`config.mk`:
```
export PLATFORM = sky130hd
export DESIGN_NAME = modem_phy_state_monitor
export DESIGN_NICKNAME = d
export VERILOG_FILES = /design/src/inc/modem_phy_state_pkg.sv /design/src/rtl/rx_demod_tracker.sv /design/src/rtl/modem_phy_state_monitor.sv
export SDC_FILE = /design/constraint.sdc
export NUM_CORES = 1
export LEC_CHECK = 0
export BUFFER_PORTS_ARGS = -buffer_cell sky130_fd_sc_hd__buf_2
export CAP_MARGIN = 20
export CORE_ASPECT_RATIO = 0.7
export CORE_MARGIN = 4
export CORE_UTILIZATION = 42
export DETAILED_ROUTE_END_ITERATION = 12
export PLACE_DENSITY_LB_ADDON = 0.25
export SLEW_MARGIN = 20
export SYNTH_ARGS = -nofsm -noshare
export SYNTH_HDL_FRONTEND = slang
export SYNTH_SLANG_ARGS = --single-unit
```
`constraint.sdc`:
```
create_clock -name clk_i -period 2.2 [get_ports clk_i]
set_input_delay 0.44 -clock clk_i [delete_from_list [all_inputs] [get_ports clk_i]]
set_output_delay 0.44 -clock clk_i [all_outputs]
set_load 0.02 [all_outputs]
```
`src/inc/modem_phy_state_pkg.sv`:
```
// Package for the modem state monitor: register map, field layout,
// reset values and the state codes of both state machines.
// Assumes a 32-bit classic Wishbone register bus with byte addresses.
package modem_phy_state_pkg;

	localparam int        DATA_W         = 32;
	localparam int        TX_W           = 4;
	localparam int        RX_W           = 3;

	// Register byte offsets
	localparam logic [7:0] CTRL0_OFFS    = 8'h00;
	localparam logic [7:0] CTRL1_OFFS    = 8'h04;

	// Control0 layout
	localparam int        RX_FORCE_BIT   = 7;
	localparam int        RX_CODE_LSB    = 4;
	localparam int        TX_CODE_LSB    = 0;
	// Control1 layout
	localparam int        TX_FORCE_BIT   = 7;

	// Reset values
	localparam logic       FORCE_N_RST   = 1'b1;
	localparam logic [3:0] TX_CODE_RST   = 4'h0;
	localparam logic [2:0] RX_CODE_RST   = 3'h0;

	typedef enum logic [3:0] {
		tx_idle             = 4'h0,
		tx_fifo_wait_first  = 4'h1,
		tx_fifo_wait_second = 4'h2,
		tx_length_check     = 4'h3,
		tx_preamble_send    = 4'h4,
		tx_delimiter_send   = 4'h5,
		tx_length_send      = 4'h7,
		tx_body_send        = 4'h8,
		tx_tail_send        = 4'h9,
		tx_continuous_test  = 4'ha
	} tx_state_t;

	typedef enum logic [2:0] {
		rx_idle                 = 3'h0,
		rx_packet_wait          = 3'h1,
		rx_timing_wait          = 3'h2,
		rx_coarse_first         = 3'h3,
		rx_coarse_second        = 3'h4,
		rx_symbol_detect_first  = 3'h5,
		rx_symbol_detect_second = 3'h6,
		rx_packet_done          = 3'h7
	} rx_state_t;

	// Code 0110 and everything above 1010 are never entered
	function automatic logic tx_code_legal(input logic [3:0] code);
		tx_code_legal = (code <= 4'ha) && (code != 4'h6);
	endfunction

endpackage

```
`src/rtl/rx_demod_tracker.sv`:
```
// Demodulator state tracker with software override.
// Assumes event inputs come from logic on clk_i.
module rx_demod_tracker (
	input  wire logic                               clk_i,
	input  wire logic                               rst_n_i,
	input  wire logic                               force_n_i,
	input  wire logic [modem_phy_state_pkg::RX_W-1:0] req_code_i,
	input  wire logic                               rx_enable_i,
	input  wire logic                               rx_packet_detect_i,
	input  wire logic                               rx_timing_locked_i,
	input  wire logic                               rx_signal_ready_i,
	input  wire logic                               rx_stage_done_i,
	output modem_phy_state_pkg::rx_state_t          state_o
);
	import modem_phy_state_pkg::*;

	rx_state_t state_q;
	rx_state_t state_d;
	rx_state_t walk_d;

	////////////////////////////////////////////////////////////////////
	always_comb begin
		walk_d = state_q;
		case (state_q)
			rx_idle:                 if (rx_enable_i) walk_d = rx_packet_wait;
			rx_packet_wait:          if (rx_packet_detect_i) walk_d = rx_timing_wait;
			rx_timing_wait:          if (rx_timing_locked_i) walk_d = rx_coarse_first;
			rx_coarse_first:         if (rx_signal_ready_i) walk_d = rx_coarse_second;
			rx_coarse_second:        if (rx_stage_done_i) walk_d = rx_symbol_detect_first;
			rx_symbol_detect_first:  if (rx_signal_ready_i) walk_d = rx_symbol_detect_second;
			rx_symbol_detect_second: if (rx_stage_done_i) walk_d = rx_packet_done;
			rx_packet_done:          walk_d = rx_packet_wait;
			default:                 walk_d = rx_idle;
		endcase
		if (!rx_enable_i)
			walk_d = rx_idle;
	end

	// Forcing pins the machine to the stored code
	assign state_d = force_n_i ? walk_d : rx_state_t'(req_code_i);

	always_ff @(posedge clk_i or negedge rst_n_i) begin
		if (!rst_n_i)
			state_q <= rx_idle;
		else
			state_q <= state_d;
	end

	assign state_o = state_q;
endmodule

```
`src/rtl/modem_phy_state_monitor.sv`:
```
// Modem state monitor: Wishbone register bank over the transmit
// state machine and the receive state tracker.
// Assumes classic Wishbone from clk_i and same-clock event inputs.
//
// The Wishbone interface to the registers and the register offsets were left to the implementer.
module modem_phy_state_monitor #(
	parameter int ADDR_W = 8
) (
	input  wire logic                                 clk_i,
	input  wire logic                                 rst_n_i,
	input  wire logic                                 wb_cyc_i,
	input  wire logic                                 wb_stb_i,
	input  wire logic                                 wb_we_i,
	input  wire logic [ADDR_W-1:0]                    wb_adr_i,
	input  wire logic [3:0]                           wb_sel_i,
	input  wire logic [modem_phy_state_pkg::DATA_W-1:0] wb_dat_i,
	output logic      [modem_phy_state_pkg::DATA_W-1:0] wb_dat_o,
	output logic                                      wb_ack_o,
	input  wire logic                                 tx_request_i,
	input  wire logic                                 tx_fifo_ready_i,
	input  wire logic                                 tx_length_valid_i,
	input  wire logic                                 tx_section_done_i,
	input  wire logic                                 tx_test_mode_i,
	input  wire logic                                 rx_enable_i,
	input  wire logic                                 rx_packet_detect_i,
	input  wire logic                                 rx_timing_locked_i,
	input  wire logic                                 rx_signal_ready_i,
	input  wire logic                                 rx_stage_done_i,
	output modem_phy_state_pkg::tx_state_t            tx_state_o,
	output modem_phy_state_pkg::rx_state_t            rx_state_o
);
	import modem_phy_state_pkg::*;

	if (ADDR_W < 3 || ADDR_W > 8) begin : g_addr_check
		$error("ADDR_W must be 3 to 8");
	end

	////////////////////////////////////////////////////////////////////
	// Register state

	logic              ack_q;
	logic [DATA_W-1:0] dat_q;
	logic [DATA_W-1:0] dat_d;
	logic              rx_force_n_q;
	logic [RX_W-1:0]   rx_req_q;
	logic              tx_force_n_q;
	logic [TX_W-1:0]   tx_req_q;
	tx_state_t         tx_state_q;
	tx_state_t         tx_state_d;
	tx_state_t         tx_walk_d;
	rx_state_t         rx_state;

	////////////////////////////////////////////////////////////////////
	// Bus decode

	wire logic bus_req;
	wire logic hit0;
	wire logic hit1;
	wire logic wr_take;
	wire logic wr_ctrl0;
	wire logic wr_ctrl1;
	wire logic rd_start;

	assign bus_req  = wb_cyc_i & wb_stb_i;
	assign hit0     = wb_adr_i == CTRL0_OFFS[ADDR_W-1:0];
	assign hit1     = wb_adr_i == CTRL1_OFFS[ADDR_W-1:0];
	// Write lands on the edge the master samples ack
	assign wr_take  = bus_req & wb_we_i & ack_q & wb_sel_i[0];
	assign wr_ctrl0 = wr_take & hit0;
	assign wr_ctrl1 = wr_take & hit1;
	assign rd_start = bus_req & ~ack_q;

	// Reads show live machine states, never the stored request
	wire logic [DATA_W-1:0] ctrl0_view;
	wire logic [DATA_W-1:0] ctrl1_view;
	wire logic [DATA_W-1:0] rd_mux;

	assign ctrl0_view = {24'h00_0000, rx_force_n_q, rx_state, tx_state_q};
	assign ctrl1_view = {24'h00_0000, tx_force_n_q, 7'h00};
	assign rd_mux     = hit0 ? ctrl0_view :
	                    hit1 ? ctrl1_view : 32'h0000_0000;
	// Unmapped addresses still ack, with zero data
	assign dat_d      = rd_start ? rd_mux : dat_q;

	always_ff @(posedge clk_i or negedge rst_n_i) begin
		if (!rst_n_i) begin
			ack_q <= 1'b0;
			dat_q <= 32'h0000_0000;
		end else begin
			ack_q <= rd_start;
			dat_q <= dat_d;
		end
	end

	assign wb_ack_o = ack_q;
	assign wb_dat_o = dat_q;

	////////////////////////////////////////////////////////////////////
	// Request and force registers

	always_ff @(posedge clk_i or negedge rst_n_i) begin
		if (!rst_n_i) begin
			rx_force_n_q <= FORCE_N_RST;
			rx_req_q     <= RX_CODE_RST;
			tx_req_q     <= TX_CODE_RST;
		end else if (wr_ctrl0) begin
			rx_force_n_q <= wb_dat_i[RX_FORCE_BIT];
			rx_req_q     <= wb_dat_i[RX_CODE_LSB +: RX_W];
			tx_req_q     <= wb_dat_i[TX_CODE_LSB +: TX_W];
		end
	end

	always_ff @(posedge clk_i or negedge rst_n_i) begin
		if (!rst_n_i)
			tx_force_n_q <= FORCE_N_RST;
		else if (wr_ctrl1)
			tx_force_n_q <= wb_dat_i[TX_FORCE_BIT];
	end

	////////////////////////////////////////////////////////////////////
	// Modulation state machine

	always_comb begin
		tx_walk_d = tx_state_q;
		case (tx_state_q)
			tx_idle: begin
				if (tx_request_i)
					tx_walk_d = tx_fifo_wait_first;
				else if (tx_test_mode_i)
					tx_walk_d = tx_continuous_test;
			end
			tx_fifo_wait_first:
				if (tx_fifo_ready_i) tx_walk_d = tx_fifo_wait_second;
			tx_fifo_wait_second:
				if (tx_fifo_ready_i) tx_walk_d = tx_length_check;
			tx_length_check:
				tx_walk_d = tx_length_valid_i ? tx_preamble_send : tx_idle;
			tx_preamble_send:
				if (tx_section_done_i) tx_walk_d = tx_delimiter_send;
			tx_delimiter_send:
				if (tx_section_done_i) tx_walk_d = tx_length_send;
			tx_length_send:
				if (tx_section_done_i) tx_walk_d = tx_body_send;
			tx_body_send:
				if (tx_section_done_i) tx_walk_d = tx_tail_send;
			tx_tail_send:
				if (tx_section_done_i) tx_walk_d = tx_idle;
			tx_continuous_test:
				if (!tx_test_mode_i) tx_walk_d = tx_idle;
			default:
				tx_walk_d = tx_idle;
		endcase
	end

	// Reserved request codes leave the forced state where it is
	assign tx_state_d = tx_force_n_q ? tx_walk_d :
	                    tx_code_legal(tx_req_q) ? tx_state_t'(tx_req_q) : tx_state_q;

	always_ff @(posedge clk_i or negedge rst_n_i) begin
		if (!rst_n_i)
			tx_state_q <= tx_idle;
		else
			tx_state_q <= tx_state_d;
	end

	assign tx_state_o = tx_state_q;

	////////////////////////////////////////////////////////////////////
	// Demodulation tracker

	rx_demod_tracker u_rx (
		.clk_i              (clk_i),
		.rst_n_i            (rst_n_i),
		.force_n_i          (rx_force_n_q),
		.req_code_i         (rx_req_q),
		.rx_enable_i        (rx_enable_i),
		.rx_packet_detect_i (rx_packet_detect_i),
		.rx_timing_locked_i (rx_timing_locked_i),
		.rx_signal_ready_i  (rx_signal_ready_i),
		.rx_stage_done_i    (rx_stage_done_i),
		.state_o            (rx_state)
	);

	assign rx_state_o = rx_state;
endmodule

```
# Word-level counts from Yosys, hierarchy flattened
# Cells that the tools add are included.
# op_classes
multipliers	0
div_mod_pow	0
n_eq_ne	33
bitwise_logic	8
add_sub_neg	0
n_mux	25
reduce_logical	8
magnitude_cmp	1
n_shift	0
# ops
operator	n
$mux W4	12
$pmux W4 S10	1
$ne A4 B4 Y1 const B	7
$mux W3	9
$ne A3 B3 Y1 const B	8
$pmux W3 S7	1
$mux W8	2
$eq A3 B3 Y1 const B	4
$eq A4 B3 Y1 const B	3
$eq A4 B4 Y1 const B	3
$reduce_and A10 Y1	1
$eq A4 B2 Y1 const B	2
$eq A8 B3 Y1 const B	1
$logic_not A8 Y1	1
$and A1 B1 Y1	7
$eq A3 B2 Y1 const B	2
$reduce_and A6 Y1	1
$eq A4 B1 Y1 const B	1
$le A4 B4 Y1 const B	1
$logic_not A4 Y1	1
$ne A4 B3 Y1 const B	1
$eq A3 B1 Y1 const B	1
$logic_not A3 Y1	1
$reduce_bool A2 Y1	1
3 further kinds	3
# totals
elab_cells	83
romBits	0
latch_bits	0
input_bits	59
mem_bits_rw	0
ff_bits	49
n_memories	0
output_inout_bits	40

# Depth between registers and ports, before layout
# Gate-level depths: netlist (run 1).
# logic_depth
ltp_word	5
depth_mapped	6
mapped_depth_nobuf	5

# Cells and area by module
# A second synthesis (run 1) with hierarchy kept.
# unflattened
cells_unflattened	151
hier_area_um2	1551.5
# by_module_without_submodules
module	area_each_um2	cells_per_inst	instances	seq_area_each_um2
modem_phy_state_monitor	1300.0	123	1	553.0
rx_demod_tracker	251.5	28	1	75.1

# Worst setup path before layout (run 1)
# Ideal clock, no wire load.
# synth_timing
kind	input-to-reg
startpoint	in wb_adr_i[5]
endpoint	reg rx_req_q[0]
setup_slack_ns	0.433
path_buffers	0
stages	4
t_arrival_ns	1.642
setup_ns	0.125
required_ns	2.075
cell_sequence	nor4_2 -> nand2_2 -> nor4_4 -> mux2_2
# synth_via
elab_chain_cells	2
# synth_lines
item	line_no	text
from (decl)	modem_phy_state_monitor.sv:14	input wire logic [ADDR_W-1:0] wb_adr_i,
$logic_not A8 Y1	modem_phy_state_monitor.sv:65	assign hit0 = wb_adr_i == CTRL0_OFFS[ADDR_W-1:0];
$and A1 B1 Y1	modem_phy_state_monitor.sv:69	assign wr_ctrl0 = wr_take & hit0;
to (signal assigned)	modem_phy_state_monitor.sv:108	rx_req_q <= wb_dat_i[RX_CODE_LSB +: RX_W];
to (decl)	modem_phy_state_monitor.sv:45	logic [RX_W-1:0] rx_req_q;
# Every way passes these cells.
# A chain may end at the register's enable or synchronous reset.

# Worst setup path after layout (run 1)
# layout_timing
startpoint	reg tx_state_q[2], in the netlist tx_state_o[2]
endpoint	reg tx_state_q[3], in the netlist tx_state_o[3]
# layout_via
elab_chain_cells	3
elab_cells_between_ends	22
cone_classes	eq/ne: 18; mux: 2; reduce/logical: 2
# layout_lines
item	line_no	text
from (decl)	modem_phy_state_monitor.sv:48	tx_state_t tx_state_q;
from (signal assigned)	modem_phy_state_monitor.sv:161	tx_state_q <= tx_idle;
from (signal assigned)	modem_phy_state_monitor.sv:163	tx_state_q <= tx_state_d;
$eq A4 B4 Y1, or another cell as far along	modem_phy_state_monitor.sv:125	case (tx_state_q)
$ne A3 B3 Y1 (no line), or another cell as far along	-	
$reduce_and A10 Y1 (no line) / $mux W4 (equally long branches)	-	
# Several ways; a longest one is shown, not always the timed one.

==> results_dict.tcl, run 1 <==
set metrics [dict create \
    dpl_cell_area_sq_mm 0.00169 \
    power_density_mw_per_mm2 605 \
    synth_top_area_share_pct 38.1 \
    synth-async-reset-ratio_pct 100 \
    drv_cap 0 \
    regArea_sq_um 628 \
    slew_viol_final 0 \
    cts_tree "yes" \
    grt_pass1_vias 1099 \
    finalSetupTns_ps 0 \
    crit_path_max_incr_delay_ps 510 \
    pwr-share-comb_pct 24.6 \
    antenna_cells 0 \
    drc 0 \
    vias 1198 \
    clkTransAtPathRegs_ps 80 \
    synth_top_area_cell "dfrtp_1" \
    maxSlewHeadroom_pct 64.3 \
    drt.antenna.violating_nets 0 \
    cts_sinks 25 \
    final_area_sq_mm 0.00174 \
    synth_edf_count 0 \
    root_buffer "clkbuf_8" \
    crit_family "compound AO/OA/AOI/OAI gates" \
    dr.pass1.iters 4 \
    hold_path_class "in2async" \
    routabilityCongestion 0.808 \
    numPortBuffers 47 \
    dieArea_sq_mm 0.00463 \
    path_buf_inv 0 \
    holdWs_ps 155 \
    power.clock.fraction_pct 24.1 \
    cts_resized 0 \
    num-fill-cells 327 \
    multi_input_area_sq_um 731 \
    setup_ws_ps 419 \
    fin_cells 246 \
    total_power_mw 1.05 \
    yosysMostFrequentCell "buf_4" \
    start_util_pct 45.8 \
    worstPathArrival_ps 1930 \
    core_area_sq_mm 0.00330 \
    antenna_found_initial 0 \
    crit_path_top_delay_cell "dfrtp_1" \
    viasPerCell 4.87 \
    dp.cells 242 \
    fin_crit_ps 1780 \
    synth_seq_area_share_pct 41.6 \
    postSynthCellCount 155 \
    avgSynthCellArea_sq_um 9.74 \
    hold_viol_final 0 \
    area_growth_pct 14.9 \
    htree_levels 1 \
    status "complete, no violations" \
    cts_buffer_depth 2 \
    place_hpwl_um 2410 \
    routed_wl_um 2970 \
    fp.dieW_um 79.7 \
    ff2ff_setup_slack_ps 420 \
    leakage_nw 0.896 \
    switchingPower_mw 0.335 \
    seqPwrFrac_pct 51.2 \
    synth_cell_types 38 \
    yosys_warnings 0 \
    die_h_um 58.2 \
    finClkSkew_ps 3.25 \
    tightestPinTransition_ps 535 \
    crit_type "reg2reg" \
    holdBufCountCts 0 \
    grtUsageTotal_pct 13.1 \
    cts_setup_buffers 0 \
    cts_inserted_buffers 3 \
    grt_start_max_net_pins 26 \
    finish.utilization_pct 52.6 \
    fin_crit_sh_pct 80.9 \
    overflow 0 \
    cp.required_ps 2350 \
    clock_latency_ps 260 \
    yosys-top-cells-count "24 x buf_4, 23 x dfrtp_1, 12 x mux2_2, 10 x nand2_1, 9 x a21oi_1" \
    syn-cell-area_sq_mm 0.00151 \
    cp_cell_sequence "nor2b_1 -> a22oi_1 -> o211ai_1 -> o32ai_2 -> mux2_2" \
    power.internal_mw 0.715 \
    worstPathMaxFanout 12 \
    setup_viol 0 \
    grt_pass1_wl_um 4830 \
    drtIter0Drc 57 \
    synthFlopType "dfrtp_1" \
    wire_per_inst_um 12.1 \
    p_sw_share_pct 31.9 \
    fmax_mhz 562 \
    ir_worst_vdd_mv 0.344 \
    startpoint_type "flip-flop" \
    nets 259 \
    dp_slack_ps 327 \
    rows 17 \
    drive_gt1_share_pct 35.7 \
    synthTopCellsByArea "dfrtp_1 38%, buf_4 12%, mux2_2 8.9%, a22o_1 4.1%, dfstp_2 3.5%" \
    rsz0062_at_grt "false" \
    crit_path_end_kind "flip-flop" \
    num_io_pins 99 \
    synth_seq_cells 25 \
]
cell usage in the layout (no fill, tap or decap), drive strengths merged:
master,instances
a211oi,1
a31oi,2
nand2b,1
nand4b,1
a21oi,9
a22o,7
nor4,2
o22ai,1
mux2i,2
clkbuf,4
conb,24
nor3b,3
a2111oi,1
o31a,1
mux2,12
o21bai,1
o31ai,1
nor3,6
nor2b,2
buf,49
inv,6
a22oi,1
o32ai,1
nand2,11
or2,1
o21ai,8
xnor2,2
nand3,1
nor2,8
a211o,1
o211ai,2
and4b,1
dfrtp,23
dfstp,2
or3,1
power by group through the flow:
stage / Sequential, mW / Combinational, mW / Clock [mW]
5_1_grt: 0.547 / 0.287 / 0.287
3_5_place_dp: 0.547 / 0.259 / 0
3_3_place_gp: 0.546 / 0.254 / 0
6_report: 0.537 / 0.259 / 0.253
4_1_cts: 0.538 / 0.259 / 0.270
2_1_floorplan: 0.544 / 0.212 / 0
cells by family (layout without fill, tap and decap cells):
| kind of cell | Yosys count | count (layout) | synth area share, % |
|---|---|---|---|
| AND/OR/NAND/NOR | 38 | 38 | 14.3 |
| buffers and inverters | 38 | 59 | 15.7 |
| AO/OA/AOI/OAI | 37 | 37 | 16.7 |
| flip-flops | 25 | 25 | 41.6 |
| multiplexers | 14 | 14 | 10.3 |
| XOR/XNOR | 2 | 2 | 1.16 |
| other | 1 | 24 | 0.248 |
layout make-up:
| type | instances | area share, % |
|---|---|---|
| multi-input cells | 115 | 42.1 |
| flip-flops and latches | 25 | 36.2 |
| repair buffers | 49 | 14.4 |
| well taps | 47 | 3.39 |
| clock buffers | 4 | 2.60 |
| inverters | 6 | 1.30 |
per-layer routing:
layer	share of wire, %	GRT usage, %	vias up	routed length [um]
li1	-	-	589	-
met1	44	17.2	556	1310
met2	45	21.2	51	1340
met3	9.9	4.35	2	295
met4	0.57	2.94	0	17
met5	0	0	-	0
worst paths after layout:
check | startpoint | end | depth (start not counted)
worst min-delay path | rst_n_i | rx_req_q[2]$_DFFE_PN0P_ | 1
worst max register to register | tx_state_o[2]$_DFFE_PN0P_ | tx_state_o[3]$_DFFE_PN0P_ | 5
max in group asynchronous | rst_n_i | tx_force_n_q$_DFFE_PN1P_ | 1
worst max-delay path | tx_state_o[2]$_DFFE_PN0P_ | tx_state_o[3]$_DFFE_PN0P_ | 5
worst min register to register | wb_dat_o[7]$_DFFE_PN0P_ | wb_dat_o[7]$_DFFE_PN0P_ | 2
min in group clk_i | wb_dat_i[1] | tx_req_q[1]$_DFFE_PN0P_ | 3
worst reg2reg max path: cells and delay by family (launching register included):
family	cells	cell delay, ps
simple gates	1	220
mux	1	390
flops	1	510
compound gates	3	560
sequential cells by signal (all words and copies together) (netlist names):
register,cells
rx_force_n_q,1
rx_req_q,3
tx_force_n_q,1
tx_req_q,4
tx_state_o,4
u_rx.state_o,3
wb_ack_o,1
wb_dat_o,8
Note: power is estimated with default switching activity, not from simulation.
==> run 2, diff against run 1 <==
--- a/config.mk
+++ b/config.mk
@@ -9,7 +9,7 @@
 export CAP_MARGIN = 20
 export CORE_ASPECT_RATIO = 0.7
 export CORE_MARGIN = 4
-export CORE_UTILIZATION = 42
+export CORE_UTILIZATION = 38
 export DETAILED_ROUTE_END_ITERATION = 12
 export PLACE_DENSITY_LB_ADDON = 0.25
 export SLEW_MARGIN = 20
==> constraint.sdc (replaced) <==
create_clock -name clk_i -period 1.5 [get_ports clk_i]
set_input_delay 0.3 -clock clk_i [delete_from_list [all_inputs] [get_ports clk_i]]
set_output_delay 0.3 -clock clk_i [all_outputs]
set_load 0.02 [all_outputs]
==> results_dict.tcl, run 2 (synthesis results as in run 1) <==
set metrics [dict create \
    antenna_found_initial 0 \
    antenna_cells 0 \
    htree_levels 1 \
    rows 18 \
    pwr-share-comb_pct 30.3 \
    routabilityCongestion 0.868 \
    crit_type "reg2reg" \
    use_met2_pct 20.9 \
    core_area_sq_mm 0.00367 \
    crit_path_end_kind "flip-flop" \
    worstPathArrival_ps 1780 \
    clkTransAtPathRegs_ps 80 \
    overflow 0 \
    numPortBuffers 47 \
    use_met3_pct 3.80 \
    grt_pass1_wl_um 5150 \
    clock_latency_ps 260 \
    status "complete, but fails checks" \
    routed_wl_um 3220 \
    fin_cells 265 \
    dp.cells 260 \
    power_density_mw_per_mm2 872 \
    dpl_cell_area_sq_mm 0.00183 \
    cts_tree "yes" \
    die_h_um 60.7 \
    grtUsageTotal_pct 13.0 \
    num_io_pins 99 \
    start_util_pct 41.1 \
    setup_viol 4 \
    vias 1252 \
    num-fill-cells 335 \
    drive_gt1_share_pct 45.1 \
    power.clock.fraction_pct 23.3 \
    drc 0 \
    startpoint_type "flip-flop" \
    cp.required_ps 1650 \
    switchingPower_mw 0.545 \
    fp.dieW_um 83.4 \
    grt_busiest_layer "met2" \
    cts_inserted_buffers 3 \
    leakage_nw 0.980 \
    slew_viol_final 0 \
    cts_sinks 25 \
    power.internal_mw 1.12 \
    total_power_mw 1.66 \
    viasPerCell 4.72 \
    place_hpwl_um 2640 \
    hold_viol_final 0 \
    seqPwrFrac_pct 46.4 \
    final_cell_mix "47 x buf_2, 24 x conb_1, 18 x buf_4, 18 x dfrtp_1, 11 x mux2_2" \
    violations "setup timing" \
    grt_pass1_vias 1144 \
    holdWs_ps 3.50 \
    largest_reg_flops 8 \
    grt_util_met1_pct 16.9 \
    final_area_sq_mm 0.00191 \
    dieArea_sq_mm 0.00506 \
    worstPathMaxFanout 8 \
    drv_cap 0 \
    tightestPinTransition_ps 529 \
    ir_worst_vdd_mv 0.590 \
    fin_crit_sh_pct 109 \
    hold_path_class "in2async" \
    area_growth_pct 26.4 \
    p_sw_share_pct 32.7 \
    drtIter0Drc 60 \
    fmax_mhz 613 \
    dr.pass1.iters 4 \
    nets 275 \
    root_buffer "clkbuf_8" \
    finClkSkew_ps 1.35 \
    final_common_cell "buf_2" \
    rsz0062_at_grt "true" \
    grt_start_max_net_pins 26 \
    cts_buffer_depth 2 \
    drt.antenna.violating_nets 0 \
    setup_ws_ps -130 \
    fin_crit_ps 1630 \
    maxSlewHeadroom_pct 64.7 \
    wire_per_inst_um 12.2 \
]
-- run 2: path summary, 6_finish.rpt --
path,slack (ps),cells after the start,end,startpoint
max in group asynchronous,1110,1,tx_state_o[0]$_DFFE_PN0P_,rst_n_i
hold / removal,4,1,rx_req_q[2]$_DFFE_PN0P_,rst_n_i
setup reg to reg,-130,5,tx_state_o[0]$_DFFE_PN0P_,tx_state_o[1]$_DFFE_PN0P_
hold reg to reg,490,2,wb_dat_o[7]$_DFFE_PN0P_,wb_dat_o[7]$_DFFE_PN0P_
min in group clk_i,250,3,tx_req_q[1]$_DFFE_PN0P_,wb_dat_i[1]
setup / recovery,-130,5,tx_state_o[0]$_DFFE_PN0P_,tx_state_o[1]$_DFFE_PN0P_
-- run 2: cell type report --
type / instances / area [sq um] / share of cell area, %
inverters: 6 / 22.5 / 1.18
well taps: 50 / 62.6 / 3.28
clock buffers: 4 / 45.0 / 2.36
flip-flops and latches: 25 / 634 / 33.2
multi-input cells: 115 / 774 / 40.6
repair buffers: 65 / 370 / 19.4
-- run 2: routing by layer --
layer	vias up	routed length, um
met2	47	1440
met4	0	33
li1	619	-
met5	-	0
met3	5	264
met1	581	1490
-- run 2: critical path: stages (launching register included) --
cell and delay, ps:
dfrtp_2 470, xnor2_1 140, or3_1 330, a21oi_2 170
o32ai_4 120, mux2_2 290
-- run 2: per-stage QoR --
stage                     utilization [%]  setup slack (ps)  TNS (ps)
final                                52.0              -130      -512
after global routing                 52.0              -204      -802
after CTS                            51.2              -113      -424
after detailed placement             49.8              -187     -1530
after global placement               49.8              -177     -1400
after floorplan                         -              -124     -1070
-- run 2: power groups by stage --
stage                     Combinational (mW)  Clock [mW]  Sequential (mW)
after floorplan                        0.327           0            0.802
after detailed placement               0.449           0            0.783
after global routing                   0.554       0.427            0.786
after global placement                 0.435           0            0.779
final                                  0.505       0.388            0.772
after CTS                              0.458       0.401            0.773
-- run 2: timing repair --
action	CTS	global route
setup endpoints to repair	5	7
gates resized for setup	1	4
hold buffers	0	0
gates cloned	0	0
setup buffers	0	1
pin swaps	0	1
endpoints found under the hold margin	0	0
==> run 3, diff against run 2 <==
--- a/config.mk
+++ b/config.mk
@@ -11,7 +11,7 @@
 export CORE_MARGIN = 4
 export CORE_UTILIZATION = 38
 export DETAILED_ROUTE_END_ITERATION = 12
-export PLACE_DENSITY_LB_ADDON = 0.25
+export PLACE_DENSITY = 0.79
 export SLEW_MARGIN = 20
 export SYNTH_ARGS = -nofsm -noshare
 export SYNTH_HDL_FRONTEND = slang
==> results_dict.tcl, run 3 (synthesis results as in run 1) <==
set metrics [dict create \
    status "complete, but fails checks" \
    violations "hold timing, setup timing" \
    path_buf_inv 0 \
    holdBufCountCts 0 \
    cp_cell_sequence "xnor2_1 -> or3_1 -> a21oi_2 -> o32ai_4 -> mux2_4" \
    vias 1237 \
    dp_slack_ps -207 \
    rr_endpoint "tx_state_o[1]$_DFFE_PN0P_" \
    crit_type "reg2reg" \
    total_power_mw 1.65 \
    clkTransAtPathRegs_ps 90 \
    crit_family "flip-flops" \
    holdWs_ps -1.30 \
    crit_path_end_kind "flip-flop" \
    worstPathArrival_ps 1800 \
    hold_path_class "in2async" \
    final_cell_mix "47 x buf_2, 24 x conb_1, 18 x buf_4, 18 x dfrtp_1" \
    drtIter0Drc 41 \
    fmax_mhz 611 \
    core_area_sq_mm 0.00367 \
    nets 276 \
    grtUsageTotal_pct 12.7 \
    ff2ff_setup_slack_ps -140 \
    antenna_found_initial 0 \
    rows 18 \
    overflow 0 \
    startpoint_type "flip-flop" \
    finClkSkew_ps 7.85 \
    routed_wl_um 3390 \
    place_hpwl_um 2700 \
    tightestPinTransition_ps 533 \
    cts_sinks 25 \
    drt.antenna.violating_nets 0 \
    drive_gt1_share_pct 46.3 \
    final_common_cell "buf_2" \
    cts_tree "yes" \
    fin_crit_ps 1640 \
    start_util_pct 41.1 \
    viasPerCell 4.65 \
    grt_pass1_wl_um 5150 \
    finalSetupTns_ps -530 \
    fp.dieW_um 83.4 \
    setup_ws_ps -138 \
    crit_path_max_incr_delay_ps 470 \
    power_density_mw_per_mm2 854 \
    num_io_pins 99 \
    grt_start_max_net_pins 26 \
    cts_buffer_depth 2 \
    root_buffer "clkbuf_8" \
    crit-reg2reg-launch "tx_state_o[1]$_DFFE_PN0P_" \
    die_h_um 60.7 \
    routabilityCongestion 0.869 \
    leakage_nw 0.993 \
    clock_latency_ps 270 \
    fin_crit_sh_pct 109 \
    setup_viol 4 \
    htree_levels 1 \
    cp-startpoint "tx_state_o[1]$_DFFE_PN0P_" \
    area_growth_pct 27.9 \
    hold_viol_final 2 \
    antenna_cells 0 \
    worstPathMaxFanout 6 \
    dieArea_sq_mm 0.00506 \
    maxSlewHeadroom_pct 64.5 \
    drv_cap 0 \
    drc 0 \
    slew_viol_final 0 \
    dr.pass1.iters 5 \
    cp.required_ps 1660 \
    rsz0062_at_grt "true" \
    numPortBuffers 47 \
    cts_inserted_buffers 3 \
    largest_reg_flops 8 \
    worstRegToRegCells 5 \
    grt_pass1_vias 1092 \
    wire_per_inst_um 12.8 \
    crit_path_top_delay_cell "dfrtp_2" \
    ir_worst_vdd_mv 0.359 \
]
run 3: what timing repair did:
| action | CTS | global route |
|---|---|---|
| gates resized for setup | 1 | 7 |
| buffers inserted | 0 | 1 |
| setup endpoints to repair | 4 | 6 |
| pin swaps | 1 | 1 |
| gates cloned | 0 | 0 |
run 3: metrics by stage:
stage          cell area, sq um  util (%)  cells
2_1_floorplan              1640         -    178
3_3_place_gp               1840      50.0    261
3_5_place_dp               1840      50.0    261
4_1_cts                    1890      51.4    265
5_1_grt                    1930      52.6    266
6_report                   1930      52.6    266
run 3: worst reg2reg max path, stage by stage, from the launching register on:
cell and delay [ps]:
dfrtp_2 470, xnor2_1 140, or3_1 320, a21oi_2 180, o32ai_4 120, mux2_4 310
run 3: cell type report:
class                   count  area, sq um
inverters                   6         22.5
repair buffers             66          382
well taps                  50         62.6
clock buffers               3         41.3
fillers                   358         1740
clock inverters             1         5.00
multi-input cells         115          785
flip-flops and latches     25          634
run 3: layer usage:
layer | global-route usage (%) | routed length (um) | part of all wire [%] | vias up
met5 | 0 | 0 | 0 | -
met1 | 18.8 | 1670 | 49 | 564
met3 | 5.29 | 320 | 9.4 | 2
li1 | - | - | - | 624
met4 | 1.40 | 13 | 0.38 | 0
met2 | 17.8 | 1390 | 41 | 47
run 3: power by group:
group | leakage, nW | internal (mW) | switching (mW)
Combinational | 0.646 | 0.206 | 0.298
Sequential | 0.321 | 0.714 | 0.0388
Clock | 0.0255 | 0.186 | 0.208
Total | 0.993 | 1.11 | 0.544
run 3: worst max path at each step:
stage | end | slack, ps | cells past startpoint
global route | tx_state_o[3]$_DFFE_PN0P_ | -210 | 5
detailed placement | tx_req_q[3]$_DFFE_PN0P_ | -210 | 6
finish | tx_state_o[1]$_DFFE_PN0P_ | -140 | 5
CTS | tx_state_o[3]$_DFFE_PN0P_ | -110 | 5
floorplan | rx_req_q[1]$_DFFE_PN0P_ | -120 | 4
global placement | rx_req_q[1]$_DFFE_PN0P_ | -200 | 6
